--- src/rtl/frsf_regs.vh ---
// Purpose: constants for the remote status flag block
// Assumes: 40 MHz clock_in, status word 32 bits wide
// Notes:   bit positions follow the remote input word layout
`ifndef FRSF_REGS_VH
`define FRSF_REGS_VH
// register offsets on the plain port
`define FRSF_ADDR_STATUS   4'h0
`define FRSF_ADDR_SEL      4'h1
`define FRSF_ADDR_DRIVE    4'h2
`define FRSF_ADDR_REPLY    4'h3
`define FRSF_ADDR_FREQ     4'h4
`define FRSF_ADDR_MONCNT   4'h5
// status word bit positions
`define FRSF_BIT_FWD       0
`define FRSF_BIT_REV       1
`define FRSF_BIT_RUN       2
`define FRSF_BIT_SU        3
`define FRSF_BIT_OL        4
`define FRSF_BIT_FDET      6
`define FRSF_BIT_FLT       7
`define FRSF_BIT_GP0       9
`define FRSF_BIT_GP1       10
`define FRSF_BIT_GP2       11
`define FRSF_BIT_MON       12
`define FRSF_BIT_FWV       13
`define FRSF_BIT_FWP       14
`define FRSF_BIT_EXE       15
`define FRSF_BIT_ERR       26
`define FRSF_BIT_RDY       27
// function select codes (4 bits per assignable flag)
`define FRSF_FN_NONE       4'h0
`define FRSF_FN_RUN        4'h1
`define FRSF_FN_FDET       4'h2
`define FRSF_FN_FAULT      4'h3
`define FRSF_FN_SU         4'h4
`define FRSF_FN_OL         4'h5
// reset value of the select register: run, freq detect, fault, gp none
`define FRSF_SEL_RESET     24'h000321
// timing counts in clock_in cycles
`define FRSF_INIT_CYCLES   16'h0010
`define FRSF_RAM_CYCLES    8'h04
`define FRSF_NVM_CYCLES    8'h40
`define FRSF_INSTR_CYCLES  8'h08
`define FRSF_RESET_CYCLES  8'h20
`define FRSF_NUM_WORDS     3'h6
`endif

--- src/rtl/frsf_status.v ---
// Purpose: builds the remote input status word returned to the master station
// Assumes: drive status inputs and master request bits synchronous to clock_in
// Notes:   timing of stores and instructions is modelled by fixed counts
//
// Functional notes
// - forward-run flag is 1 only while the motor turns forward
// - reverse-run flag is 1 only while the motor turns in reverse
// - run-indication flag shows the function assigned to the run output terminal
// - at-speed flag is 1 when output frequency reaches set frequency
// - overload-warning flag is 1 while an overload alarm exists
// - frequency-detect and fault flags show their terminals' assigned functions
// - run, frequency-detect and fault functions are selectable, listed meanings default
// - at-speed and overload-warning flags cannot be reassigned
// - three general-purpose flags have no function until assigned
// - monitor flag sets after result words load, clears when request drops
// - volatile write done sets after RAM store, clears when request drops
// - persistent write done sets after RAM and NVM store, clears on drop
// - execution done sets after all instruction words, clears on drop
// - error flag sets when a drive fault trips a protective function
// - ready flag sets once initialisation completes after reset
// - ready flag clears whenever a drive fault trips protection
// - monitor result words refresh continuously while monitor request is 1
// - instruction words processed in order 2, 10, 12, 14, 16, 18
// - a failed instruction leaves a nonzero reply code, zero means success
//
// Decided for this implementation: the strobed register port and the address map.
`timescale 1ns/1ps
`include "frsf_regs.vh"
module frsf_status #(
    parameter INIT_CYCLES = `FRSF_INIT_CYCLES,
    parameter MON_WIDTH   = 16
) (
    input  wire                 clock_in,
    input  wire                 rst_b_in,
    // drive state
    input  wire                 motor_fwd_in,
    input  wire                 motor_rev_in,
    input  wire                 speed_reached_in,
    input  wire                 overload_alarm_in,
    input  wire                 freq_detect_terminal_in,
    input  wire                 fault_relay_terminal_in,
    input  wire                 protect_trip_in,
    input  wire [MON_WIDTH-1:0] monitor_value_in,
    input  wire [15:0]          remote_write_word_freq_in,
    input  wire [5:0]           instr_fail_in,
    // master request bits
    input  wire                 monitor_request_in,
    input  wire                 freq_write_volatile_req_in,
    input  wire                 freq_write_persistent_req_in,
    input  wire                 instr_exec_request_in,
    input  wire                 error_reset_request_in,
    // register port
    input  wire [3:0]           reg_addr_in,
    input  wire [31:0]          reg_wdata_in,
    input  wire                 reg_wr_in,
    input  wire                 reg_rd_in,
    output reg  [31:0]          reg_rdata_out,
    // status word, monitor result and drive reset
    output wire [31:0]          status_word_out,
    output reg  [MON_WIDTH-1:0] monitor_result_out,
    output reg                  drive_reset_out
);
    localparam ST_IDLE = 2'h0;
    localparam ST_RUN  = 2'h1;
    localparam ST_DONE = 2'h2;
    reg  [23:0] sel_q;
    reg  [15:0] init_cnt_q;
    reg         ready_q;
    reg         error_q;
    reg         mon_flag_q;
    reg         fwv_done_q;
    reg         fwp_done_q;
    reg         exe_done_q;
    reg  [1:0]  exe_state_q;
    reg  [2:0]  word_idx_q;
    reg  [5:0]  reply_q;
    reg  [15:0] freq_ram_q;
    reg  [15:0] freq_nvm_q;
    reg  [15:0] mon_cnt_q;
    reg         fwv_req_q;
    reg         fwp_req_q;
    reg         exe_req_q;
    reg         rst_busy_q;
    reg  [7:0]  rst_cnt_q;
    wire        fwv_busy;
    wire        fwv_done;
    wire        fwp_busy;
    wire        fwp_done;
    wire        ins_done;
    wire        ins_start;
    wire        run_flag;
    wire        fdet_flag;
    wire        fault_flag;
    wire [2:0]  gp_flag;
    wire        fault_now;
    assign fault_now = protect_trip_in;

    // map instruction step to the word it handles (word 2, 10, 12, 14, 16, 18)
    function [4:0] frsf_word_num;
        input [2:0] idx;
        begin
            case (idx)
                3'h0:    frsf_word_num = 5'h02;
                3'h1:    frsf_word_num = 5'h0A;
                3'h2:    frsf_word_num = 5'h0C;
                3'h3:    frsf_word_num = 5'h0E;
                3'h4:    frsf_word_num = 5'h10;
                default: frsf_word_num = 5'h12;
            endcase
        end
    endfunction

    // assignable terminal flags; the select nibbles steer each one
    frsf_func_mux u_run_mux (
        .sel_in   (sel_q[3:0]),
        .run_in   (motor_fwd_in | motor_rev_in),
        .fdet_in  (freq_detect_terminal_in),
        .fault_in (fault_relay_terminal_in),
        .su_in    (speed_reached_in),
        .ol_in    (overload_alarm_in),
        .flag_out (run_flag)
    );
    frsf_func_mux u_fdet_mux (
        .sel_in   (sel_q[7:4]),
        .run_in   (motor_fwd_in | motor_rev_in),
        .fdet_in  (freq_detect_terminal_in),
        .fault_in (fault_relay_terminal_in),
        .su_in    (speed_reached_in),
        .ol_in    (overload_alarm_in),
        .flag_out (fdet_flag)
    );
    frsf_func_mux u_flt_mux (
        .sel_in   (sel_q[11:8]),
        .run_in   (motor_fwd_in | motor_rev_in),
        .fdet_in  (freq_detect_terminal_in),
        .fault_in (fault_relay_terminal_in),
        .su_in    (speed_reached_in),
        .ol_in    (overload_alarm_in),
        .flag_out (fault_flag)
    );

    // general-purpose flags default to no function
    genvar g;
    generate
        for (g = 0; g < 3; g = g + 1) begin : gen_gp
            frsf_func_mux u_gp_mux (
                .sel_in   (sel_q[12+4*g+3:12+4*g]),
                .run_in   (motor_fwd_in | motor_rev_in),
                .fdet_in  (freq_detect_terminal_in),
                .fault_in (fault_relay_terminal_in),
                .su_in    (speed_reached_in),
                .ol_in    (overload_alarm_in),
                .flag_out (gp_flag[g])
            );
        end
    endgenerate

    // status word assembly; unlisted positions are tied low
    assign status_word_out = {4'h0,
                              ready_q,
                              error_q,
                              10'h000,
                              exe_done_q,
                              fwp_done_q,
                              fwv_done_q,
                              mon_flag_q,
                              gp_flag,
                              1'b0,
                              fault_flag,
                              fdet_flag,
                              1'b0,
                              overload_alarm_in,
                              speed_reached_in,
                              run_flag,
                              motor_rev_in & ~motor_fwd_in,
                              motor_fwd_in & ~motor_rev_in};

    // power-on initialisation then ready; a trip drops ready
    always @(posedge clock_in) begin
        if (!rst_b_in) begin
            init_cnt_q <= 16'h0000;
            ready_q    <= 1'b0;
        end else begin
            if (init_cnt_q < INIT_CYCLES[15:0]) begin
                init_cnt_q <= init_cnt_q + 16'h0001;
            end
            if (fault_now || error_q) begin
                ready_q <= 1'b0;
            end else if (init_cnt_q >= INIT_CYCLES[15:0] && !rst_busy_q) begin
                ready_q <= 1'b1;
            end
        end
    end

    // error flag and error reset sequence; a fresh trip beats the clear
    always @(posedge clock_in) begin
        if (!rst_b_in) begin
            error_q         <= 1'b0;
            rst_busy_q      <= 1'b0;
            rst_cnt_q       <= 8'h00;
            drive_reset_out <= 1'b0;
        end else begin
            drive_reset_out <= 1'b0;
            if (rst_busy_q) begin
                if (rst_cnt_q == 8'h00) begin
                    rst_busy_q <= 1'b0;
                    if (!fault_now) begin
                        error_q <= 1'b0;
                    end
                end else begin
                    rst_cnt_q <= rst_cnt_q - 8'h01;
                end
            end else if (error_q && error_reset_request_in) begin
                rst_busy_q      <= 1'b1;
                rst_cnt_q       <= `FRSF_RESET_CYCLES;
                drive_reset_out <= 1'b1;
            end
            if (fault_now) begin
                error_q <= 1'b1;
            end
        end
    end

    // monitor: refresh every cycle while requested, flag after first load
    always @(posedge clock_in) begin
        if (!rst_b_in) begin
            monitor_result_out <= {MON_WIDTH{1'b0}};
            mon_flag_q         <= 1'b0;
            mon_cnt_q          <= 16'h0000;
        end else if (monitor_request_in) begin
            monitor_result_out <= monitor_value_in;
            mon_flag_q         <= 1'b1;
            mon_cnt_q          <= mon_cnt_q + 16'h0001;
        end else begin
            mon_flag_q <= 1'b0;
        end
    end

    // request edge detectors for the write and execute handshakes
    always @(posedge clock_in) begin
        if (!rst_b_in) begin
            fwv_req_q <= 1'b0;
            fwp_req_q <= 1'b0;
            exe_req_q <= 1'b0;
        end else begin
            fwv_req_q <= freq_write_volatile_req_in;
            fwp_req_q <= freq_write_persistent_req_in;
            exe_req_q <= instr_exec_request_in;
        end
    end

    frsf_timer #(.WIDTH(8)) u_fwv_tmr (
        .clock_in (clock_in),
        .rst_b_in (rst_b_in),
        .start_in (freq_write_volatile_req_in & ~fwv_req_q),
        .count_in (`FRSF_RAM_CYCLES),
        .busy_out (fwv_busy),
        .done_out (fwv_done)
    );
    frsf_timer #(.WIDTH(8)) u_fwp_tmr (
        .clock_in (clock_in),
        .rst_b_in (rst_b_in),
        .start_in (freq_write_persistent_req_in & ~fwp_req_q),
        .count_in (`FRSF_NVM_CYCLES),
        .busy_out (fwp_busy),
        .done_out (fwp_done)
    );
    frsf_timer #(.WIDTH(8)) u_ins_tmr (
        .clock_in (clock_in),
        .rst_b_in (rst_b_in),
        .start_in (ins_start),
        .count_in (`FRSF_INSTR_CYCLES),
        .busy_out (),
        .done_out (ins_done)
    );

    // frequency stores and their completion flags
    always @(posedge clock_in) begin
        if (!rst_b_in) begin
            freq_ram_q <= 16'h0000;
            freq_nvm_q <= 16'h0000;
            fwv_done_q <= 1'b0;
            fwp_done_q <= 1'b0;
        end else begin
            if (freq_write_volatile_req_in) begin
                freq_ram_q <= remote_write_word_freq_in; // volatile value follows request
            end
            if (!freq_write_volatile_req_in) begin
                fwv_done_q <= 1'b0;
            end else if (fwv_done && !fwv_busy) begin
                fwv_done_q <= 1'b1;
            end
            if (fwp_done && freq_write_persistent_req_in) begin
                freq_ram_q <= remote_write_word_freq_in;
                freq_nvm_q <= remote_write_word_freq_in;
            end
            if (!freq_write_persistent_req_in) begin
                fwp_done_q <= 1'b0;
            end else if (fwp_done && !fwp_busy) begin
                fwp_done_q <= 1'b1;
            end
        end
    end

    // instruction execution walks the six words in order
    assign ins_start = (exe_state_q == ST_IDLE && instr_exec_request_in && !exe_req_q) ||
                       (exe_state_q == ST_RUN && ins_done && word_idx_q != `FRSF_NUM_WORDS - 3'h1);
    always @(posedge clock_in) begin
        if (!rst_b_in) begin
            exe_state_q <= ST_IDLE;
            word_idx_q  <= 3'h0;
            reply_q     <= 6'h00;
            exe_done_q  <= 1'b0;
        end else begin
            case (exe_state_q)
                ST_IDLE: begin
                    exe_done_q <= 1'b0;
                    if (instr_exec_request_in && !exe_req_q) begin
                        exe_state_q <= ST_RUN;
                        word_idx_q  <= 3'h0;
                        reply_q     <= 6'h00;
                    end
                end
                ST_RUN: begin
                    if (ins_done) begin
                        reply_q[word_idx_q] <= instr_fail_in[word_idx_q];
                        if (word_idx_q == `FRSF_NUM_WORDS - 3'h1) begin
                            exe_state_q <= ST_DONE;
                        end else begin
                            word_idx_q <= word_idx_q + 3'h1;
                        end
                    end
                end
                ST_DONE: begin
                    exe_done_q <= instr_exec_request_in;
                    if (!instr_exec_request_in) begin
                        exe_state_q <= ST_IDLE;
                    end
                end
                default: exe_state_q <= ST_IDLE;
            endcase
        end
    end

    // select register write; at-speed and overload have no select field
    always @(posedge clock_in) begin
        if (!rst_b_in) begin
            sel_q <= `FRSF_SEL_RESET;
        end else if (reg_wr_in && reg_addr_in == `FRSF_ADDR_SEL) begin
            sel_q <= reg_wdata_in[23:0];
        end
    end

    // read data valid the cycle after the strobe; unmapped reads zero
    always @(posedge clock_in) begin
        if (!rst_b_in) begin
            reg_rdata_out <= 32'h00000000;
        end else if (reg_rd_in) begin
            case (reg_addr_in)
                `FRSF_ADDR_STATUS: reg_rdata_out <= status_word_out;
                `FRSF_ADDR_SEL:    reg_rdata_out <= {8'h00, sel_q};
                `FRSF_ADDR_DRIVE:  reg_rdata_out <= {13'h0000, exe_state_q, word_idx_q,
                                                     frsf_word_num(word_idx_q), 9'h000};
                `FRSF_ADDR_REPLY:  reg_rdata_out <= {26'h0000000, reply_q};
                `FRSF_ADDR_FREQ:   reg_rdata_out <= {freq_nvm_q, freq_ram_q};
                `FRSF_ADDR_MONCNT: reg_rdata_out <= {16'h0000, mon_cnt_q};
                default:           reg_rdata_out <= 32'h00000000;
            endcase
        end else begin
            reg_rdata_out <= 32'h00000000;
        end
    end
endmodule // frsf_status

--- src/rtl/frsf_func_mux.v ---
// Purpose: selects one drive signal for an assignable status flag
// Assumes: select codes from frsf_regs.vh
// Notes:   unknown codes give zero so unassigned flags stay low
`timescale 1ns/1ps
`include "frsf_regs.vh"
module frsf_func_mux (
    input  wire [3:0] sel_in,
    input  wire       run_in,
    input  wire       fdet_in,
    input  wire       fault_in,
    input  wire       su_in,
    input  wire       ol_in,
    output reg        flag_out
);
    // combinational pick of the assigned function
    always @* begin
        case (sel_in)
            `FRSF_FN_RUN:   flag_out = run_in;
            `FRSF_FN_FDET:  flag_out = fdet_in;
            `FRSF_FN_FAULT: flag_out = fault_in;
            `FRSF_FN_SU:    flag_out = su_in;
            `FRSF_FN_OL:    flag_out = ol_in;
            default:        flag_out = 1'b0;
        endcase
    end
endmodule // frsf_func_mux

--- src/rtl/frsf_timer.v ---
// Purpose: one-shot busy timer for a handshake operation
// Assumes: start is a one-cycle pulse
// Notes:   done pulses once when the count expires
`timescale 1ns/1ps
module frsf_timer #(
    parameter WIDTH = 8
) (
    input  wire             clock_in,
    input  wire             rst_b_in,
    input  wire             start_in,
    input  wire [WIDTH-1:0] count_in,
    output wire             busy_out,
    output reg              done_out
);
    reg [WIDTH-1:0] cnt_q;
    reg             busy_q;
    assign busy_out = busy_q;
    // load on start, count down, pulse done at one
    always @(posedge clock_in) begin
        if (!rst_b_in) begin
            cnt_q    <= {WIDTH{1'b0}};
            busy_q   <= 1'b0;
            done_out <= 1'b0;
        end else begin
            done_out <= 1'b0;
            if (start_in) begin
                cnt_q  <= count_in;
                busy_q <= 1'b1;
            end else if (busy_q) begin
                if (cnt_q <= {{(WIDTH-1){1'b0}}, 1'b1}) begin
                    busy_q   <= 1'b0;
                    done_out <= 1'b1;
                end else begin
                    cnt_q <= cnt_q - {{(WIDTH-1){1'b0}}, 1'b1};
                end
            end
        end
    end
endmodule // frsf_timer

--- config.mk ---
export PLATFORM = sky130hd
export DESIGN_NAME = frsf_status
export DESIGN_NICKNAME = d
export VERILOG_FILES = /design/src/rtl/frsf_status.v /design/src/rtl/frsf_func_mux.v /design/src/rtl/frsf_timer.v
export VERILOG_INCLUDE_DIRS = /design/src /design/src/rtl
export SDC_FILE = /design/constraint.sdc
export NUM_CORES = 1
export LEC_CHECK = 0
export BUFFER_PORTS_ARGS = -buffer_cell sky130_fd_sc_hd__buf_4
export CAP_MARGIN = 15
export CORE_MARGIN = 5
export CORE_UTILIZATION = 45
export CTS_CLUSTER_SIZE = 12
export DETAILED_ROUTE_END_ITERATION = 16
export GPL_TIMING_DRIVEN = 0
export MAX_ROUTING_LAYER = met4
export PLACE_DENSITY = 0.71
export SLEW_MARGIN = 20
export SYNTH_ARGS = -nofsm -noshare
export SYNTH_HDL_FRONTEND = slang
export SYNTH_SLANG_ARGS = --single-unit
--- constraint.sdc ---
create_clock -name clock_in -period 1.67 [get_ports clock_in]
set_input_delay 0.167 -clock clock_in [delete_from_list [all_inputs] [get_ports clock_in]]
set_output_delay 0.167 -clock clock_in [all_outputs]
set_load 0.03 [all_outputs]
==> results of run 1 <==
[per-stage QoR]
| step | utilization | cells | setup WS [ps] | hold WS (ps) |
|---|---|---|---|---|
| 3_5_place_dp | 0.532 | 1372 | -479 | 352 |
| 5_1_grt | 0.628 | 1470 | -225 | 3.15 |
| 6_report | 0.628 | 1470 | -169 | 7.85 |
| 2_1_floorplan | - | 998 | 5.06 | 246 |
| 3_3_place_gp | 0.532 | 1372 | -434 | 346 |
| 4_1_cts | 0.611 | 1468 | -263 | 1.81 |
[state kept, by name, indices dropped and copies added (netlist names), 2 cells and up]
name / flops
init_cnt_q: 16
rst_cnt_q: 8
reply_q: 6
u_fwv_tmr.cnt_q: 8
freq_nvm_q: 16
u_ins_tmr.cnt_q: 8
exe_state_q: 2
sel_q: 24
word_idx_q: 3
reg_rdata_out: 32
freq_ram_q: 16
monitor_result_out: 16
u_fwp_tmr.cnt_q: 8
mon_cnt_q: 16
[routing by layer]
metal | vias to the layer above | routed length, microns
li1 | 3896 | -
met3 | 63 | 2020
met4 | 0 | 743
met5 | - | 0
met1 | 3827 | 10700
met2 | 309 | 12500
[worst max-delay path by stage]
| stage | startpoint | endpoint | slack (ps) |
|---|---|---|---|
| after detailed placement | word_idx_q[0]$_SDFFE_PN0P_ | u_ins_tmr.cnt_q[7]$_SDFFE_PP0P_ | -480 |
| after global placement | word_idx_q[0]$_SDFFE_PN0P_ | reg_rdata_out[11]$_SDFF_PN0_ | -430 |
| final | sel_q[16]$_SDFFE_PN0P_ | status_word_out[10] | -170 |
| after global routing | sel_q[16]$_SDFFE_PN0P_ | status_word_out[10] | -230 |
| after floorplan | rst_cnt_q[0]$_SDFFE_PN0P_ | rst_cnt_q[5]$_SDFFE_PN0P_ | 5 |
| after CTS | sel_q[9]$_SDFFE_PN1P_ | status_word_out[7] | -260 |
[power groups by stage]
stage / Sequential, mW / Clock, mW / Combinational, mW
floorplan: 5.06 / 0 / 0.727
global placement: 5.05 / 0 / 1.15
detailed placement: 5.05 / 0 / 1.16
CTS: 4.95 / 4.44 / 1.34
global route: 4.97 / 4.66 / 1.55
finish: 4.95 / 4.41 / 1.43
[layout make-up]
cell class / instances / area [sq um]
multi-input combinational: 690 / 4520
timing repair buffer: 215 / 1770
clock inverter: 13 / 196
buffer: 71 / 387
tap: 234 / 293
inverter: 32 / 120
clock buffer: 18 / 429
fill: 1554 / 6940
antenna: 1 / 2.50
sequential: 196 / 3980
[synth_stat cells (7+ instances only)]
cell	instances	area, sq um
nor2_1	85	319
inv_1	31	116
a222oi_1	15	150
dfxtp_1	196	3920
ha_1	16	200
buf_4	30	225
mux2i_1	30	300
nand2_1	152	571
nor4b_1	8	70.1
buf_2	12	60.1
clkbuf_1	34	128
nor3_1	17	85.1
nand4_1	9	56.3
xnor2_1	15	131
a21oi_1	101	505
or3_1	16	100
and2_1	18	113
xor2_1	12	105
a22oi_1	13	97.6
and3_1	10	62.6
o31ai_1	7	52.6
nand2b_1	7	43.8
o21ai_0	16	80.1
nand3_1	20	100
nand3b_1	10	75.1
nor4_1	12	75.1
[critical path, stage by stage (launching register included)]
cell      delay [ps]
dfxtp_4          370
or3b_4           390
a211oi_4         190
or3_4            170
buf_6            120
[timing repair]
action,4_1_cts,5_1_grt
gates resized for setup,66,73
hold endpoints to repair,55,0
hold buffers,53,0
buffers inserted,15,7
pin swaps,18,26
endpoints found under the setup margin,47,52
[kinds of logic after synthesis]
family,Yosys count,synth area share
fa+ha+maj,16,0.0235
compound gates,204,0.156
buf+inv,112,0.0645
mux,34,0.0419
simple gates,393,0.225
other cells,1,0.000441
xor+xnor,27,0.0278
flops,196,0.461
==> results.toml, run 1 <==
[power_and_ir_drop]
power_mw = 10.8
switching_share = 0.261
clkPwrFrac = 0.409
ir_drop_mv = 0.716
power_leakage_nw = 4.66
power_frac_comb = 0.132
seqPwrFrac = 0.459
powerDensity_mw_per_mm2 = 922
p_sw_mw = 2.81
internal-power_mw = 7.98

[cts]
clk-insertion-delay-late_ps = 440
cts_root_buffer = "clkbuf_16"
clkTransAtPathRegs_ps = 70
cts_buffer_depth = 2
cts_buffers = 17
cts_tree = "done"
cts.htree.levels = 4
cts_sinks = 196

[critical_path]
required_ps = 1500
critPathKind = "register to output pin"
cp_max_fo = 4
crit_arrival_ps = 1670
r2r_start = "exe_state_q[0]$_SDFFE_PN0P_"
cp-start-kind = "register"
end_kind = "output pin"
r2r_cells = 4
r2r-end = "word_idx_q[2]$_SDFFE_PN0P_"
r2r_slack_ps = 20

[grt]
grt-ovfl-total = 0
antenna_found_initial = 1
use_met3 = 0.0549
grt_pass1_vias = 7924
top_usage_layer = "met2"
grt_max_degree = 18
grt_pass1_wl_microns = 40000
grtUsageMet2 = 0.375
track_usage = 0.234
met1_usage = 0.291

[drt]
avgRoutedWirePerCell_microns = 17.6
drtPass1Iterations = 10
viasPerCell = 5.51
routed_wl_microns = 25900
drt_iter0_drc = 713
ant_nets = 0
drcViolationCount = 0
vias = 8095

[timing]
worstMarginPinSlew_ps = 1020
setup_ws_ps = -169
relSlewSlack = 0.321
min_period_over_period = 1.10
setup_tns_ps = -725
hold_violations = 0
fmax_mhz = 544
fin_skew_ps = 10.8
grt_setup_unrepaired = "true"
finalCriticalPeriod_ps = 1840
setup_viol = 6
slew_violations = 0

[floorplan]
die_area_sq_mm = 0.0218
io_pins = 171
fp-row-count = 50
start_util = 0.456
coreArea_sq_mm = 0.0186
die_h_microns = 148
dieWidth_microns = 148

[status]
violations = "negative setup slack"
status = "finished with violations"

[synth]
yosysWarnings = 0
syn-cell-area_sq_mm = 0.00851
synth_edf_count = 0
postSynthAreaPerCell_sq_um = 8.66
ys_async_sr_fraction = 0
synthDistinctLibCells = 66
synth_cells = 983
synth_flop_cell = "dfxtp_1"
synth-seq-cells = 196
ys_seq_area_frac = 0.461

[layout]
stdcell_area_sq_mm = 0.0117
area_growth_pct = 37.5
layout.nets = 1329
layout-drive-gt1-share = 0.271
final_cell_mix = "180 x buf_4, 170 x dfxtp_1, 150 x nand2_1"
final_common_cell = "buf_4"

[placement]
place_hpwl_microns = 17800
io_buffers = 140
gp_congestion = 0.947
placed_area_sq_mm = 0.00991

[hold_path]
hold_path.class = "input pin to register"
whs_endpoint = "freq_ram_q[2]$_SDFFE_PN0P_"
whs_path_depth = 3
worstHoldStart = "remote_write_word_freq_in[2]"

[flow_run]
drv_cap = 0
Power figures use the tool's default switching activity.
==> run 2, diff against run 1 <==
--- a/config.mk
+++ b/config.mk
@@ -8,13 +8,15 @@
 export LEC_CHECK = 0
 export BUFFER_PORTS_ARGS = -buffer_cell sky130_fd_sc_hd__buf_4
 export CAP_MARGIN = 15
+export CELL_PAD_IN_SITES_DETAIL_PLACEMENT = 1
+export CELL_PAD_IN_SITES_GLOBAL_PLACEMENT = 1
 export CORE_MARGIN = 5
-export CORE_UTILIZATION = 45
+export CORE_UTILIZATION = 37
 export CTS_CLUSTER_SIZE = 12
 export DETAILED_ROUTE_END_ITERATION = 16
 export GPL_TIMING_DRIVEN = 0
 export MAX_ROUTING_LAYER = met4
-export PLACE_DENSITY = 0.71
+export PLACE_DENSITY = 0.77
 export SLEW_MARGIN = 20
 export SYNTH_ARGS = -nofsm -noshare
 export SYNTH_HDL_FRONTEND = slang
==> results.toml, run 2 (synthesis gave the netlist of run 1 again) <==
[cts]
cts_sinks = 196
cts_tree = "done"
cts_buffers = 17
cts_buffer_depth = 2
clk-insertion-delay-late_ps = 450
clkTransAtPathRegs_ps = 70
cts_root_buffer = "clkbuf_16"
cts.htree.levels = 4

[floorplan]
start_util = 0.376
fp-row-count = 55
coreArea_sq_mm = 0.0226
dieWidth_microns = 162
die_area_sq_mm = 0.0261
io_pins = 171
die_h_microns = 162

[timing]
min_period_over_period = 1.14
setup_ws_ps = -235
worstMarginPinSlew_ps = 977
setup_viol = 10
fmax_mhz = 525
fin_skew_ps = 12.5
finalCriticalPeriod_ps = 1910
grt_setup_unrepaired = "true"
setup_tns_ps = -1020
hold_slack_ps = 11.7
hold_violations = 0
slew_violations = 0
relSlewSlack = 0.347

[layout]
final_common_cell = "buf_4"
largest_reg_flops = 32
stdcell_area_sq_mm = 0.0120
area_growth_pct = 40.5
layout-drive-gt1-share = 0.285
final_util = 0.528
largest_registers = "reg_rdata_out x32, sel_q x24"
final_cell_mix = "197 x buf_4, 170 x dfxtp_1, 150 x nand2_1"
layout.nets = 1349
regMostFlops = "reg_rdata_out"

[grt]
grt_pass1_wl_microns = 46800
met1_usage = 0.275
track_usage = 0.233
grt_max_degree = 18
grt-ovfl-total = 0
grtUsageMet2 = 0.395
use_met3 = 0.0492
grt_pass1_vias = 8682
top_usage_layer = "met2"
antenna_found_initial = 1

[drt]
drtPass1Iterations = 5
ant_nets = 0
routed_wl_microns = 31000
drcViolationCount = 0
avgRoutedWirePerCell_microns = 20.1
drt_iter0_drc = 533
viasPerCell = 5.44
vias = 8394

[critical_path]
crit_family = "compound AO/OA/AOI/OAI gates"
critPathKind = "register to output pin"
cp_num_buf_inv = 3
cp-start-kind = "register"
crit_arrival_ps = 1740
required_ps = 1500
end_kind = "output pin"
cp_slowest_stage_delay_ps = 440
cp_max_fo = 4
cp_cell_sequence = "inv_1 > a211oi_2 > o211a_1 > buf_6 > buf_6"
crit_slowest_cell = "dfxtp_1"
critPathMostFrequentCell = "buf_6"

[placement]
dp_slack_ps = -519
io_buffers = 140
place_hpwl_microns = 20900
gp_congestion = 0.924
placed_area_sq_mm = 0.00998

[power_and_ir_drop]
powerDensity_mw_per_mm2 = 900
ir_drop_mv = 0.625
power_leakage_nw = 4.76

[status]
status = "finished with violations"
violations = "negative setup slack"

[flow_run]
drv_cap = 0

[hold_path]
hold_path.class = "input pin to register"
run 2: through the flow:
step / std cells / total power, mW
after floorplan: 998 / 5.79
after global placement: 1423 / 6.22
after detailed placement: 1423 / 6.26
after CTS: 1531 / 10.7
after global routing: 1542 / 11.2
final: 1542 / 10.8
run 2: worst reg2reg max path, delay by kind of cell, from the launching register on:
family                     cells  cell delay (ps)
AOI/OAI and AO/OA              3              470
adders and majority gates      1              210
buffers and inverters          2              250
DFF                            1              370
and+or+nand+nor                1              230
run 2: report_power, final:
group / switching, mW / internal, mW / total [mW]
Clock: 1.94 / 2.31 / 4.25
Sequential: 0.165 / 4.80 / 4.97
Combinational: 0.841 / 0.694 / 1.54
Total: 2.95 / 7.81 / 10.8
run 2: final timing paths:
check	to	slack [ps]	startpoint	depth (start not counted)
worst max-delay path	status_word_out[7]	-240	sel_q[8]$_SDFFE_PN1P_	5
worst max register to register	reg_rdata_out[10]$_SDFF_PN0_	-40	word_idx_q[2]$_SDFFE_PN0P_	7
worst min-delay path	freq_nvm_q[5]$_SDFFE_PN0P_	10	remote_write_word_freq_in[5]	3
worst min register to register	freq_nvm_q[8]$_SDFFE_PN0P_	460	freq_nvm_q[8]$_SDFFE_PN0P_	2
run 2: layout make-up:
class | instances | area [sq um]
clock inverter | 13 | 148
clock buffer | 19 | 453
antenna | 1 | 2.50
multi-input combinational | 690 | 4560
timing repair buffer | 234 | 1920
inverter | 32 | 124
tap | 285 | 357
sequential | 196 | 3980
buffer | 72 | 407
fill | 2609 | 10700
run 2: timing repair:
item                                    4_1_cts  5_1_grt
gates cloned                                  0        0
resized for setup                            99       52
endpoints found under the setup margin       47       54
pin swaps                                    29       22
hold buffers                                 56        0
setup buffers                                25       13
endpoints found under the hold margin        62        0
run 2: per-layer routing:
metal	share of wire	wire length, microns
met5	0	0
met4	0.026	790
met3	0.058	1800
met2	0.50	15600
met1	0.41	12800
